<file path="src/pehg_pkg.sv">
package pehg_pkg;
   localparam int ADDR_W = 8;
   localparam int NUM_MASTERS = 5;
   localparam logic [7:0] BUS_COMMAND_ADDR = 8'h04;
   localparam logic [7:0] PAR_ROUTE_ADDR = 8'h90;
   localparam logic [7:0] ERR_COMMAND_ADDR = 8'h94;
   localparam logic [7:0] CTRL_CONFIG_ADDR = 8'h98;
   localparam logic [7:0] STATUS_ADDR = 8'h9C;
   localparam logic [15:0] BUS_COMMAND_RST = 16'h0000;
   localparam logic [7:0] PAR_ROUTE_RST = 8'h00;
   localparam logic [7:0] ERR_COMMAND_RST = 8'h00;
   localparam logic [15:0] CTRL_CONFIG_RST = 16'h0000;
   localparam int CMD_PERR_EN_BIT = 6;
   localparam int CMD_SERR_EN_BIT = 8;
   localparam int ROUTE_PAR_SERR_BIT = 0;
   localparam int ERROR_COMMAND_REG_SBE_BIT = 0;
   localparam int ERROR_COMMAND_REG_MBE_BIT = 1;
   localparam int ERROR_COMMAND_REG_PERR_BIT = 3;
   localparam int ERROR_COMMAND_REG_GSERR_BIT = 5;
   localparam int CFG_WSD_DIS_BIT = 15;
   localparam int CFG_ECC_MODE_BIT = 0;
   typedef enum logic [1:0] {
      PEHG_IDLE = 2'h0,
      PEHG_FLUSH = 2'h1,
      PEHG_ACK = 2'h3
   } pehg_hold_e;
endpackage : pehg_pkg

</file>
<file path="src/pehg_top.sv">
// The Avalon-MM register port was left to the implementer.
`timescale 1ns/1ps
module pehg_top
   import pehg_pkg::*;
(
   input wire logic CLOCK_I,
   input wire logic NRST_I,
   input wire logic [ADDR_W-1:0] AVS_ADDRESS_I,
   input wire logic AVS_READ_I,
   input wire logic AVS_WRITE_I,
   input wire logic [3:0] AVS_BYTEENABLE_I,
   input wire logic [31:0] AVS_WRITEDATA_I,
   output logic [31:0] AVS_READDATA_O,
   output logic AVS_WAITREQUEST_O,
   input wire logic [31:0] DRV_AD_I,
   input wire logic [3:0] DRV_CBE_I,
   input wire logic DRV_EN_I,
   input wire logic STOP_N_I,
   output logic MASTER_STOP_O,
   output logic PAR_O,
   output logic PAR_OE_O,
   input wire logic [31:0] AD_I,
   input wire logic [3:0] CBE_I,
   input wire logic PAR_I,
   input wire logic ADDR_PHASE_I,
   input wire logic DATA_PHASE_I,
   input wire logic PERR_N_I,
   output logic PERR_N_O,
   output logic PERR_OE_O,
   output logic SERR_OE_O,
   input wire logic ECC_SBE_I,
   input wire logic ECC_MBE_I,
   input wire logic TARGET_ABORT_I,
   input wire logic GRAPHICS_SYSTEM_ERROR_IN_N_I,
   input wire logic BRIDGE_HOLD_REQUEST_N_I,
   output logic BRIDGE_HOLD_ACK_N_O,
   input wire logic POSTED_PENDING_I,
   output logic POST_DISABLE_O,
   input wire logic BRIDGE_WRITE_DONE_I,
   input wire logic SNOOP_BUSY_I,
   output logic WRITE_SNOOP_DONE_N_O,
   input wire logic [NUM_MASTERS-1:0] REQ_N_I,
   output logic [NUM_MASTERS-1:0] GNT_N_O
);
   logic [15:0] bus_command_reg_r;
   logic [7:0] par_route_r;
   logic [7:0] error_command_reg_r;
   logic [15:0] controller_config_reg_r;
   logic ack_r;
   logic [31:0] rdata_r;
   logic bus_req;
   logic [31:0] rdata_nxt;
   logic par_r, par_oe_r;
   logic stop_r;
   logic calc_r, chk_data_r, chk_addr_r;
   logic perr_r, perr_d_r;
   logic data_bad, addr_bad;
   logic serr_r, serr_nxt;
   logic [2:0] gserr_sync_r;
   logic gserr_lvl_r;
   pehg_hold_e hold_r;
   logic wsd_pend_r, wsd_r;
   logic [NUM_MASTERS-1:0] gnt_r, gnt_nxt, req;
   logic [NUM_MASTERS:0] lower_req;

   // Every access answers on the second cycle; waitrequest drops once.
   assign bus_req = AVS_READ_I | AVS_WRITE_I;
   assign AVS_WAITREQUEST_O = bus_req & ~ack_r;
   assign AVS_READDATA_O = rdata_r;

   always_ff @(posedge CLOCK_I or negedge NRST_I) begin
      if (!NRST_I) begin
         ack_r <= 1'b0;
      end else begin
         ack_r <= bus_req & ~ack_r;
      end
   end

   always_comb begin
      rdata_nxt = 32'h0000_0000;
      unique case (AVS_ADDRESS_I)
         BUS_COMMAND_ADDR: rdata_nxt[15:0] = bus_command_reg_r;
         PAR_ROUTE_ADDR: rdata_nxt[7:0] = par_route_r;
         ERR_COMMAND_ADDR: rdata_nxt[7:0] = error_command_reg_r;
         CTRL_CONFIG_ADDR: rdata_nxt[15:0] = controller_config_reg_r;
         STATUS_ADDR: rdata_nxt[4:0] = {wsd_pend_r, gserr_lvl_r,
            POST_DISABLE_O, ~BRIDGE_HOLD_ACK_N_O, serr_r};
         default: rdata_nxt = 32'h0000_0000;
      endcase
   end

   always_ff @(posedge CLOCK_I or negedge NRST_I) begin
      if (!NRST_I) begin
         rdata_r <= 32'h0000_0000;
      end else if (AVS_READ_I && !ack_r) begin
         rdata_r <= rdata_nxt;
      end
   end

   // Writes land on the edge where waitrequest is low.
   always_ff @(posedge CLOCK_I or negedge NRST_I) begin
      if (!NRST_I) begin
         bus_command_reg_r <= BUS_COMMAND_RST;
         par_route_r <= PAR_ROUTE_RST;
         error_command_reg_r <= ERR_COMMAND_RST;
         controller_config_reg_r <= CTRL_CONFIG_RST;
      end else if (AVS_WRITE_I && ack_r) begin
         if (AVS_ADDRESS_I == BUS_COMMAND_ADDR) begin
            if (AVS_BYTEENABLE_I[0]) bus_command_reg_r[7:0] <=
               AVS_WRITEDATA_I[7:0];
            if (AVS_BYTEENABLE_I[1]) bus_command_reg_r[15:8] <=
               AVS_WRITEDATA_I[15:8];
         end
         if (AVS_ADDRESS_I == PAR_ROUTE_ADDR && AVS_BYTEENABLE_I[0]) begin
            par_route_r <= AVS_WRITEDATA_I[7:0];
         end
         if (AVS_ADDRESS_I == ERR_COMMAND_ADDR && AVS_BYTEENABLE_I[0]) begin
            error_command_reg_r <= AVS_WRITEDATA_I[7:0];
         end
         if (AVS_ADDRESS_I == CTRL_CONFIG_ADDR) begin
            if (AVS_BYTEENABLE_I[0]) controller_config_reg_r[7:0] <=
               AVS_WRITEDATA_I[7:0];
            if (AVS_BYTEENABLE_I[1]) controller_config_reg_r[15:8] <=
               AVS_WRITEDATA_I[15:8];
         end
      end
   end

   // Parity trails its data by one clock, as the bus timing demands.
   always_ff @(posedge CLOCK_I or negedge NRST_I) begin
      if (!NRST_I) begin
         par_r <= 1'b0;
         par_oe_r <= 1'b0;
      end else begin
         par_r <= ^{DRV_AD_I, DRV_CBE_I};
         par_oe_r <= DRV_EN_I;
      end
   end
   assign PAR_O = par_r;
   assign PAR_OE_O = par_oe_r;

   always_ff @(posedge CLOCK_I or negedge NRST_I) begin
      if (!NRST_I) begin
         stop_r <= 1'b0;
      end else begin
         stop_r <= DRV_EN_I & ~STOP_N_I;
      end
   end
   assign MASTER_STOP_O = stop_r;

   always_ff @(posedge CLOCK_I or negedge NRST_I) begin
      if (!NRST_I) begin
         calc_r <= 1'b0;
         chk_data_r <= 1'b0;
         chk_addr_r <= 1'b0;
      end else begin
         calc_r <= ^{AD_I, CBE_I};
         chk_data_r <= DATA_PHASE_I;
         chk_addr_r <= ADDR_PHASE_I;
      end
   end
   assign data_bad = chk_data_r & (calc_r != PAR_I);
   assign addr_bad = chk_addr_r & (calc_r != PAR_I);

   // The line is driven one cycle past the pulse so it returns high.
   always_ff @(posedge CLOCK_I or negedge NRST_I) begin
      if (!NRST_I) begin
         perr_r <= 1'b0;
         perr_d_r <= 1'b0;
      end else begin
         perr_r <= data_bad & bus_command_reg_r[CMD_PERR_EN_BIT];
         perr_d_r <= perr_r;
      end
   end
   assign PERR_N_O = ~perr_r;
   assign PERR_OE_O = perr_r | perr_d_r;

   // The graphics error input is asynchronous to this clock.
   always_ff @(posedge CLOCK_I or negedge NRST_I) begin
      if (!NRST_I) begin
         gserr_sync_r <= 3'h0;
         gserr_lvl_r <= 1'b0;
      end else begin
         gserr_sync_r <= {gserr_sync_r[1:0], ~GRAPHICS_SYSTEM_ERROR_IN_N_I};
         if (gserr_sync_r[1] == gserr_sync_r[2]) begin
            gserr_lvl_r <= gserr_sync_r[2];
         end
      end
   end

   always_comb begin
      serr_nxt = 1'b0;
      if (controller_config_reg_r[CFG_ECC_MODE_BIT] &&
          ((ECC_SBE_I && error_command_reg_r[ERROR_COMMAND_REG_SBE_BIT]) ||
           (ECC_MBE_I && error_command_reg_r[ERROR_COMMAND_REG_MBE_BIT]))) begin
         serr_nxt = 1'b1;
      end
      if (TARGET_ABORT_I) begin
         serr_nxt = 1'b1;
      end
      if (addr_bad && bus_command_reg_r[CMD_PERR_EN_BIT] &&
          par_route_r[ROUTE_PAR_SERR_BIT]) begin
         serr_nxt = 1'b1;
      end
      if (!PERR_N_I && error_command_reg_r[ERROR_COMMAND_REG_PERR_BIT]) begin
         serr_nxt = 1'b1;
      end
      if (gserr_lvl_r && error_command_reg_r[ERROR_COMMAND_REG_GSERR_BIT]) begin
         serr_nxt = 1'b1;
      end
      if (!bus_command_reg_r[CMD_SERR_EN_BIT]) begin
         serr_nxt = 1'b0;
      end
   end

   always_ff @(posedge CLOCK_I or negedge NRST_I) begin
      if (!NRST_I) begin
         serr_r <= 1'b0;
      end else begin
         serr_r <= serr_nxt;
      end
   end
   assign SERR_OE_O = serr_r;

   // Acknowledging with posts still queued could deadlock against ISA.
   always_ff @(posedge CLOCK_I or negedge NRST_I) begin
      if (!NRST_I) begin
         hold_r <= PEHG_IDLE;
      end else begin
         unique case (hold_r)
            PEHG_IDLE: if (!BRIDGE_HOLD_REQUEST_N_I) hold_r <= PEHG_FLUSH;
            PEHG_FLUSH: begin
               if (BRIDGE_HOLD_REQUEST_N_I) begin
                  hold_r <= PEHG_IDLE;
               end else if (!POSTED_PENDING_I) begin
                  hold_r <= PEHG_ACK;
               end
            end
            PEHG_ACK: if (BRIDGE_HOLD_REQUEST_N_I) hold_r <= PEHG_IDLE;
            default: hold_r <= PEHG_IDLE;
         endcase
      end
   end
   assign POST_DISABLE_O = (hold_r != PEHG_IDLE);
   assign BRIDGE_HOLD_ACK_N_O = ~(hold_r == PEHG_ACK);

   // A new bridge write while one is pending is merged: the pulse
   // reports that the last write's snoops are all finished.
   always_ff @(posedge CLOCK_I or negedge NRST_I) begin
      if (!NRST_I) begin
         wsd_pend_r <= 1'b0;
         wsd_r <= 1'b0;
      end else if (controller_config_reg_r[CFG_WSD_DIS_BIT]) begin
         wsd_pend_r <= 1'b0;
         wsd_r <= 1'b0;
      end else begin
         wsd_r <= wsd_pend_r & ~SNOOP_BUSY_I & ~BRIDGE_WRITE_DONE_I;
         if (BRIDGE_WRITE_DONE_I) begin
            wsd_pend_r <= 1'b1;
         end else if (!SNOOP_BUSY_I) begin
            wsd_pend_r <= 1'b0;
         end
      end
   end
   assign WRITE_SNOOP_DONE_N_O = ~wsd_r;

   // Fixed priority, lowest index first; a grant is kept while its
   // request stays low, and nobody is granted while the bridge holds.
   assign req = ~REQ_N_I;
   assign lower_req[0] = 1'b0;
   generate
      for (genvar g = 0; g < NUM_MASTERS; g++) begin : g_arb
         assign lower_req[g+1] = lower_req[g] | req[g];
         assign gnt_nxt[g] = (hold_r == PEHG_IDLE) && req[g] &&
            ((|(gnt_r & req)) ? gnt_r[g] : !lower_req[g]);
      end
   endgenerate

   always_ff @(posedge CLOCK_I or negedge NRST_I) begin
      if (!NRST_I) begin
         gnt_r <= '0;
      end else begin
         gnt_r <= gnt_nxt;
      end
   end
   assign GNT_N_O = ~gnt_r;
endmodule : pehg_top

</file>
<file path="config.mk">
export PLATFORM = sky130hd
export DESIGN_NAME = pehg_top
export DESIGN_NICKNAME = d
export VERILOG_FILES = /design/src/pehg_pkg.sv /design/src/pehg_top.sv
export SDC_FILE = /design/constraint.sdc
export NUM_CORES = 1
export LEC_CHECK = 0
export BUFFER_PORTS_ARGS = -buffer_cell sky130_fd_sc_hd__buf_4
export CAP_MARGIN = 25
export CORE_MARGIN = 1.5
export CORE_UTILIZATION = 23
export DETAILED_ROUTE_END_ITERATION = 6
export GPL_ROUTABILITY_DRIVEN = 1
export GPL_TIMING_DRIVEN = 0
export HOLD_SLACK_MARGIN = 0.02
export PLACE_DENSITY = 0.51
export SYNTH_ARGS = -nofsm -noshare
export SYNTH_HDL_FRONTEND = slang
export SYNTH_SLANG_ARGS = --single-unit
</file>
<file path="constraint.sdc">
create_clock -name CLOCK_I -period 2.1 [get_ports CLOCK_I]
set_clock_uncertainty 0.2 [all_clocks]
set_input_delay 0.63 -clock CLOCK_I [delete_from_list [all_inputs] [get_ports CLOCK_I]]
set_output_delay 0.63 -clock CLOCK_I [all_outputs]
set_load 0.03 [all_outputs]
</file>
## Yosys cells after proc, flatten, opt, wreduce, memory -nomap -nowiden

Cells that the tools add are included.

- Reductions and logical operators: 40
- Bitwise operators: 23
- Multiplexer cells: 23
- Equal/unequal tests: 13

Operator list:

| kind | number |
|---|---|
| parity 36 bit | 2 |
| equality test 8 bit (second input constant) | 4 |
| one-hot mux 5 bit (5 select lines) | 1 |
| logical AND 1 bit | 21 |
| one-hot mux 8 bit (2 select lines) | 1 |
| two-way mux 1 bit | 15 |
| AND reduction 3 bit | 5 |
| one-hot mux 3 bit (4 select lines) | 1 |
| inverter 5 bit | 2 |
| equality test 8 x 3 -> 1 bit (second input constant) | 1 |
| two-way mux 2 bit | 4 |
| inverter 1 bit | 8 |
| bitwise AND 1 bit | 7 |
| zero test 1 bit | 6 |
| one-hot mux 2 bit (3 select lines) | 1 |
| bitwise AND 5 bit | 1 |
| OR 1 bit | 5 |
| OR reduction 5 bit | 1 |
| inequality test 2 bit (second input constant) | 2 |
| AND reduction 2 bit | 2 |
| inequality test 3 x 2 -> 1 bit (second input constant) | 1 |
| inequality test 3 bit (second input constant) | 1 |
| equality test 2 x 1 -> 1 bit (second input constant) | 1 |
| equality test 2 bit (second input constant) | 1 |
| 5 further kinds | 5 |

- Word-level logic and storage cells: 122
- Output and inout bits: 47
- Bits in registers: 87
- Bits of input ports: 139

## Depth between registers and ports, before layout

Gate-level depths: netlist of run 1.

- Word-level depth: 9
- Mapped depth: 6
- Mapped depth without buffers: 5

## Worst setup path before layout of run 1

OpenSTA, ideal clock, no wires.

- Path type: in2reg
- Start point: input port AVS_ADDRESS_I[1]
- End point: register par_route_r[0]
- Data arrival time: 2.115 ns
- Stages on the path: 6
- Slack: -0.340 ns
- Data required time: 1.775 ns
- Setup time: 0.125 ns
- Cell sequence: nor4_2 -> and3_1 -> buf_2 -> nand4_4 -> nor3_4 -> mux2_2

- Word-level cells in the longest chain between the ends: 3

RTL lines:

| element | line | RTL |
|---|---|---|
| start, declared | pehg_top.sv:8 | `input wire logic [ADDR_W-1:0] AVS_ADDRESS_I,` |
| equality test 8 bit | pehg_top.sv:114 | `if (AVS_ADDRESS_I == PAR_ROUTE_ADDR && AVS_BYTEENABLE_I[0]) begin` |
| logical AND 1 bit | pehg_top.sv:114 |  |
| AND reduction 2 bit (no line) | n/a |  |
| end signal, assigned | pehg_top.sv:115 | `par_route_r <= AVS_WRITEDATA_I[7:0];` |
| end, declared | pehg_top.sv:46 | `logic [7:0] par_route_r;` |

Every way passes these cells.
A chain may end at the register's enable or synchronous reset.

## Worst setup path in the final report of run 1

- Start point: input port AVS_ADDRESS_I[1]
- End point: register par_route_r[3]

Same word-level chain as after synthesis.

==> metrics.txt, run 1 <==
most used routing layer=met2; R2R setup slack=~0.19 ns; remaining routing DRC violations=0; Die ar.=approximately 20000 um2; Finished Core Util=between 30% and 40%; Avg Vias per Cell=between 4 and 5; Seq/Total Area, Yosys=around half; worst-case reg-to-reg path depth=4; Net Sw Power=~1300 uW; Worst-path clk slew=0.06 ns; core area=18770 um2; placed insts=between 700 and 800; first-pass GRT wire length=18.49 mm; Max-slew headroom=about three fifths; Startpoint Class=primary input; mapped cell area=between 4000 and 5000 um2; all-layer global routing usage=about 12%; Initial Utilization=a little under a quarter; mux contribution to synthesized area=16.39%; drt wl/cell=about 15 um; nets@finish=a little under 700; Post-synth EDFFs=0; row count=50; Die X=~140 um; Max Clk Rate=roughly 470 MHz; reg2reg start=ack_r$_DFF_PN0_; Avg Inst Size Synth=12.33 um2; Synth warnings=0; Vias=about 3300; HP Class=in -> async; dpl hpwl=8.760 mm; sw frac=a little over a quarter; CTS tree=yes; initial DRC count=125; met2 usage=20.92%; Req. time, crit path=roughly 2.1 ns; GPL Wtd Cong=0.7167; DRT Wirelength=11.82 mm; CTS sink cnt=between 80 and 90; period utilization=102.3%; Seq cells post-synth=87; pin count of the biggest net entering global routing=47; Internal=about 3600 uW; clk_lat worst skew=between 0.3 and 0.4 ns; post-synthesis simple-gate area fraction=9.638%; maximum root-to-sink buffer count=2; total congestion overflow=0; TritonRoute pass-1 iters=4; CTS H-Tree Depth=3; final hold violations=0; Critical R2R Capture=AVS_READDATA_O[9]$_DFFE_PN0P_; main combinational cell family by area after synthesis=multiplexers; leading area contributor after synthesis=dfrtp_1; post-synth top area share=49.18%; status=finished with violations; min Tclk post-route=between 2 and 2.5 ns; worst slack at placement=-0.8956 ns; peak supply drop=about 0.37 mV; Pwr per Cell Area=a little over 700 nW/um2; Yosys cell types=40; WS Path Type=in -> reg; xor/xnor share of the synthesized area=roughly 14%; Area growth syn-to-layout=50.79%; worst hold slack=roughly 0.092 ns; initial antenna violation count=0; M3 GR Usage=3.307%; post-route ant nets=0; leakage power=between 0.003 and 0.004 uW; top-count cell post-synth=dfrtp_1; Post-synth top flop=dfrtp_1; failing checks=negative setup slack; clock share of power=between 30% and 40%; CP max FO=8; I/O pin count=186; I/O Buffers=about 150; Least-Margin Pin Slew=around 0.62 ns; sequential power share=38.0%; Async SR Flop Fraction=100.0%; WP data arrival=between 2 and 2.5 ns; endpoint class of the critical path=register; Layout Cells excl Fill=a little under 800; die height=around 140 um; vias in the first global route=3606; max cap viols=0; layout cells sized above 1=around half; CTS buffer count=9; top cells by area, synth=dfrtp_1, mux2_2, xnor2_1, nor2_1, buf_4; Root Buffer=clkbuf_16; M1 GR Usage=14.22%; post-synthesis compound-gate area fraction=under 10%; Syn Inst Count=around 360; final setup margin=-0.04905 ns; combinational group share of total power=a little under a quarter; synth cell count leaders=dfrtp_1, xnor2_1, mux2_2, nor2_1, buf_4; Slew Limit Fails=0; RSZ-0062 raised after global routing=yes; adder-cell area share of the yosys netlist=less than 1%; setup violators final=17
-- worst max-delay path: stages --
cell	delay (ns)
buf_6	0.09
nor4_4	0.30
and3_4	0.26
nand4_4	0.16
nor3_4	0.24
buf_12	0.17
mux2_4	0.30
-- flip-flops by register name (all words and copies together), names as in the netlist, 2 cells and up --
register and count:
error_command_reg_r 8, gserr_sync_r 3, par_route_r 8, AVS_READDATA_O 16, gnt_r 5, bus_command_reg_r 16, controller_config_reg_r 16, hold_r 2
-- layer usage --
metal | routed length [um] | share of wire (%)
met5 | 0 | 0
met4 | 183 | 1.5
met3 | 849 | 7.2
met2 | 5773 | 49
met1 | 5009 | 42
-- area by class of cell --
cell class	count	area, um2
antenna	1	2.502
buffer	22	170.2
clock buffer	10	239.0
clock inverter	6	107.6
fill	1891	12090
inverter	13	48.80
multi-input combinational	249	2297
sequential	87	2178
tap	234	292.8
timing repair buffer	167	1339
-- worst max path at each step --
stage | startpoint | end | slack (ns)
2_1_floorplan | AVS_ADDRESS_I[1] | par_route_r[0]$_DFFE_PN0P_ | -0.31
3_3_place_gp | AVS_ADDRESS_I[1] | controller_config_reg_r[9]$_DFFE_PN0P_ | -0.88
3_5_place_dp | AVS_ADDRESS_I[1] | controller_config_reg_r[12]$_DFFE_PN0P_ | -0.90
4_1_cts | AVS_ADDRESS_I[6] | par_route_r[7]$_DFFE_PN0P_ | -0.04
5_1_grt | AVS_ADDRESS_I[1] | bus_command_reg_r[7]$_DFFE_PN0P_ | -0.14
6_report | AVS_ADDRESS_I[1] | par_route_r[3]$_DFFE_PN0P_ | -0.05
-- logic make-up (layout without fill, tap and decap cells) --
kind of cell             after synthesis  count (layout)
flip-flops                            87              87
AND/OR/NAND/NOR                       70              70
XOR/XNOR                              69              69
multiplexers                          60              60
buffers and inverters                 38             218
AO/OA/AOI/OAI                         33              33
adder cells (fa/ha/maj)                1               1
other                                  1              17
-- power by group through the flow --
stage	registers, uW	logic, uW	clock network (uW)
6_report	1830	1140	1850
5_1_grt	1840	1240	1990
4_1_cts	1830	1160	1900
3_5_place_dp	1860	1160	0
3_3_place_gp	1860	1130	0
2_1_floorplan	1960	598	0
-- metrics by stage --
stage | area, um2 | setup TNS (ns) | power, uW
global placement | 6030 | -42.62 | 2988
floorplan | 4603 | -12.15 | 2561
detailed placement | 6057 | -44.14 | 3015
finish | 6675 | -0.5399 | 4823
CTS | 6596 | -0.2903 | 4896
global route | 6673 | -3.470 | 5070
-- cell usage in the layout, fill, tap and decap left out, types with 3 or more instances in the layout --
master and n:
buf_4 173, dfrtp_1 86, xnor2_1 58, mux2_4 33
nor2_1 32, mux2_2 17, conb_1 16, inv_1 13
clkbuf_16 10, xor2_1 9, a21oi_1 8, buf_6 7
a221oi_1 7, nand2b_1 6, a221oi_2 6, mux2i_1 5
nor3_1 5, nand2_1 5, mux4_2 5, a22o_1 4
nor2b_1 3, o21ai_0 3, nor2_4 3, nand4_4 3
buf_12 3, bufinv_16 3
-- timing repair --
action,CTS,global route
setup buffers,13,2
gates resized for setup,23,14
gates cloned,0,1
pin swaps,9,7
hold buffers,0,0
setup endpoints to repair,66,62
hold endpoints to repair,0,0
Power figures use the tool's default switching activity.
==> inputs of run 2 (changes only) <==
clock period = 2.4 ns   (was 2.1 ns; I/O delays follow)
==> metrics.txt, run 2 (synthesis results as in run 1) <==
all-layer global routing usage=between 10% and 20%; period utilization=98.63%; endpoint class of the critical path=register; worst-case reg-to-reg path depth=6; maximum root-to-sink buffer count=2; WHS Endpoint=gserr_sync_r[1]$_DFF_PN0_; first-pass GRT wire length=17.54 mm; cell depth of the worst hold path=0; HP Class=reg -> reg; CTS sink cnt=87; CTS hold repair buffers=0; initial DRC count=roughly 90; Die ar.=~20000 um2; setup violators final=0; layout cells sized above 1=47.74%; commonest non-fill, non-tap cell in the layout=buf_4; remaining routing DRC violations=0; clk_lat worst skew=~0.34 ns; Least-Margin Pin Slew=0.7404 ns; Max Clk Rate=approximately 420 MHz; Area growth syn-to-layout=45.22%; TritonRoute pass-1 iters=4; Root Buffer=clkbuf_16; CP max FO=5; R2R setup slack=approximately 0.36 ns; Startpoint Class=primary input; peak supply drop=between 0.2 and 0.3 mV; Avg Vias per Cell=between 4 and 5; DRT Wirelength=11.11 mm; reg2reg start=ack_r$_DFF_PN0_; Initial Utilization=roughly a quarter; ANT cells=0; vias in the first global route=approximately 3500; row count=50; nets@finish=about 690; GPL Wtd Cong=between 0.7 and 0.8; dpl hpwl=~8.5 mm; post-route ant nets=0; met3 WL=835 um; CTS buffer count=9; Worst-path clk slew=roughly 0.060 ns; DP Area=between 5000 and 6000 um2; status=complete, no violations; met2 wire length=5.499 mm; Req. time, crit path=approximately 2.4 ns; hold wc startpoint=gserr_sync_r[0]$_DFF_PN0_; Vias=3310; Max-slew headroom=50.64%; initial antenna violation count=0; final setup margin=0.03277 ns; final hold violations=0; Slew Limit Fails=0; Worst path max stage delay=about 0.3 ns; WS Path Type=in -> reg; drt wl/cell=14.12 um; die height=~140 um; post-route cell area=6429 um2; I/O pin count=between 150 and 200; max cap viols=0; pin count of the biggest net entering global routing=a little over 50; CTS tree=yes; Critical-path top delay cell=nor4_4; crit-path cells=buf_4 -> nor4_4 -> and3_1 -> buf_6 -> nand4_4 -> nor3_4 -> buf_6 -> mux2_4; min Tclk post-route=2.367 ns; worst slack at placement=-0.5832 ns; WP data arrival=roughly 2.4 ns; total congestion overflow=0; Post-Route M1 WL=roughly 4.6 mm; core area=between 15000 and 20000 um2; Critical R2R Capture=AVS_READDATA_O[13]$_DFFE_PN0P_; Top cell by count, worst path=buf_6; Die X=about 140 um; leakage power=between 0.003 and 0.004 uW; CTS H-Tree Depth=3; Max Used Layer=met4; Pwr per Cell Area=approximately 640 nW/um2; most frequent cells in the layout=buf_4, dfrtp_1, xnor2_1; I/O Buffers=about 150
## run 2: critical path: cells and delay by family
family | cells | cell delay [ns]
muxes | 1 | 0.30
and+or+nand+nor | 4 | 0.94
buffers and inverters | 3 | 0.42
## run 2: final cells by class
| cell class | count | area [um2] |
|---|---|---|
| timing repair buffer | 163 | 1280 |
| buffer | 25 | 168.9 |
| fill | 1874 | 12340 |
| tap | 234 | 292.8 |
| clock buffer | 12 | 246.5 |
| sequential | 87 | 2177 |
| inverter | 13 | 48.80 |
| multi-input combinational | 249 | 2137 |
| clock inverter | 4 | 77.57 |
## run 2: per-stage QoR
stage                     util, %  cells  setup TNS (ns)  hold WS [ns]  power (uW)
after global placement      31.57    759          -26.38        0.1380        2603
after detailed placement    31.72    760          -27.85        0.1449        2627
final                       34.25    787               0        0.1517        4099
after floorplan                 -    374         -0.9053        0.1312        2234
after global routing        34.25    787         -0.4051        0.1722        4314
after CTS                   33.72    782               0        0.1591        4177
## run 2: where the power goes
part           leakage [uW]  switching, uW  internal (uW)  total (uW)
clock              0.000157            571            947        1520
sequential          0.00116           42.8           1560        1600
combinational       0.00175            472            511         983
total               0.00306           1090           3010        4100
## run 2: worst max path at each step
stage | startpoint | end | cells after the start
5_1_grt | AVS_ADDRESS_I[0] | par_route_r[7]$_DFFE_PN0P_ | 8
3_5_place_dp | AVS_ADDRESS_I[1] | controller_config_reg_r[12]$_DFFE_PN0P_ | 7
4_1_cts | AVS_ADDRESS_I[1] | controller_config_reg_r[3]$_DFFE_PN0P_ | 7
6_report | AVS_ADDRESS_I[0] | par_route_r[7]$_DFFE_PN0P_ | 8
2_1_floorplan | AVS_ADDRESS_I[1] | par_route_r[0]$_DFFE_PN0P_ | 6
3_3_place_gp | AVS_ADDRESS_I[1] | controller_config_reg_r[14]$_DFFE_PN0P_ | 7
## run 2: repair_timing
| action | CTS | global route |
|---|---|---|
| setup buffers | 6 | 5 |
| pin swaps | 2 | 6 |
| setup endpoints to repair | 43 | 38 |
| hold endpoints to repair | 0 | 0 |
| cloned | 0 | 0 |
| gates resized for setup | 2 | 13 |
## run 2: layer usage
metal	vias to the layer above	GRT usage, %
met2	139	19.61
met3	12	3.004
met1	1561	13.61
met5	-	0
li1	1598	-
met4	0	4.395
==> inputs of run 3 (changes only) <==
CORE_ASPECT_RATIO = 1.5   (was unset)
REMOVE_ABC_BUFFERS = 1   (was unset)
==> metrics.txt, run 3 (synthesis results as in run 1) <==
first-pass GRT wire length=17.84 mm; DP Area=roughly 6000 um2; maximum root-to-sink buffer count=2; RSZ-0062 raised after global routing=no; CP delay by family, top=simple AND/OR/NAND/NOR gates; most frequent cells in the layout=buf_4, dfrtp_1, xnor2_1; Die X=between 100 and 150 um; setup violators final=0; max cap viols=0; Vias=roughly 3300; core area=19010 um2; pin count of the biggest net entering global routing=48; CTS H-Tree Depth=3; Worst-path clk slew=around 0.06 ns; commonest non-fill, non-tap cell in the layout=buf_4; vias in the first global route=~3500; drt wl/cell=14.42 um; total congestion overflow=0; CTS sink cnt=between 80 and 90; leakage power=between 0.002 and 0.003 uW; final hold violations=0; post-route ant nets=0; CP max FO=8; remaining routing DRC violations=0; peak supply drop=~0.27 mV; Max-slew headroom=between 40 and 50%; nets@finish=662; Finished Core Util=32.86%; clk_lat worst skew=about 0.34 ns; Initial Utilization=between 20% and 30%; WP data arrival=~2.3 ns; worst hold slack=0.1485 ns; initial DRC count=between 100 and 150; TritonRoute pass-1 iters=4; Startpoint Class=primary input; Root Buffer=clkbuf_16; post-route cell area=approximately 6200 um2; row count=62; I/O Buffers=151; Least-Margin Pin Slew=between 0.8 and 0.9 ns; endpoint class of the critical path=register; Worst path max stage delay=0.40 ns; CTS tree=yes; all-layer global routing usage=a little under an eighth; Pwr per Cell Area=approximately 630 nW/um2; Die ar.=slightly above 20000 um2; HP Class=reg -> reg; Area growth syn-to-layout=41.10%; CTS buffer count=9; GPL Wtd Cong=0.7475; Avg Vias per Cell=between 4 and 5; I/O pin count=about 190; ANT cells=0; number of buffer and inverter stages on the critical path=1; Req. time, crit path=2.42 ns; DRT Wirelength=11.31 mm; WS Path Type=in -> reg; die height=172.9 um; Slew Limit Fails=0; period utilization=96.03%; crit-path cells=buf_4 -> nor4_4 -> nand3_2 -> nor2_4 -> and4_2 -> mux2_2; dpl hpwl=roughly 8.5 mm; CTS hold repair buffers=0; min Tclk post-route=between 2 and 2.5 ns; layout cells sized above 1=between 40 and 50%; initial antenna violation count=0; status=complete, no violations; Max Clk Rate=between 400 and 500 MHz; Critical-path top delay cell=and4_2
[run 3: changes by cell type in the layout (fill, tap and decap cells not counted), sizes merged]
cell	change
bufinv	-2
clkbuf	-3
buf	-21
clkinvlp	+1
[run 3: worst register-to-register path, cell delays in order (launching register included)]
cell and delay [ns]:
dfrtp_1 0.58, nand2b_1 0.73, nor2_1 0.26, a22o_1 0.25
[run 3: cell type report]
type                            instances  area [um2]
Inverter                               13       48.80
Timing Repair Buffer                  163        1280
Sequential cell                        87        2177
Multi-Input combinational cell        249        2125
Clock inverter                          3       25.02
Clock buffer                           13       270.3
Tap cell                              256       320.3
Fill cell                            1938       12760
[run 3: final timing paths]
kind / start / endpoint / slack [ns] / cells after the start
max: AVS_ADDRESS_I[6] / controller_config_reg_r[8]$_DFFE_PN0P_ / 0.1 / 6
min: gserr_sync_r[0]$_DFF_PN0_ / gserr_sync_r[1]$_DFF_PN0_ / 0.15 / 0
max reg2reg: ack_r$_DFF_PN0_ / AVS_READDATA_O[7]$_DFFE_PN0P_ / 0.28 / 3
min reg2reg: gserr_sync_r[0]$_DFF_PN0_ / gserr_sync_r[1]$_DFF_PN0_ / 0.15 / 0
max in group asynchronous: NRST_I / MASTER_STOP_O$_DFF_PN0_ / 1.20 / 2
min in group asynchronous: NRST_I / AVS_READDATA_O[10]$_DFFE_PN0P_ / 0.16 / 1
[run 3: stage by stage]
step	setup TNS (ns)	setup WS (ns)	power (uW)	cells
finish	0	0.09520	3945	784
global route	0	0.03493	4166	784
CTS	-0.9024	-0.08013	4026	782
detailed placement	-35.78	-0.9541	2605	759
global placement	-49.05	-1.082	2582	756
floorplan	-6.280	-0.2239	2204	349
[run 3: what timing repair did]
action,in CTS,in global routing
cloned,0,0
gates resized for setup,3,3
pin swaps,5,3
buffers inserted,7,2
endpoints found under the setup margin,51,32
hold endpoints to repair,0,0
[run 3: per-layer routing]
metal | global-route usage [%] | vias to the layer above | part of all wire [%]
met5 | 0 | - | 0
met1 | 13.20 | 1600 | 37
met3 | 3.435 | 10 | 6.8
met4 | 3.049 | 0 | 0.93
li1 | - | 1539 | -
met2 | 21.00 | 123 | 55
[run 3: power breakdown]
part	switching, uW	internal (uW)	leakage [uW]
Sequential	48.2	1560	0.00116
Clock	594	793	0.000142
Combinational	463	491	0.00162
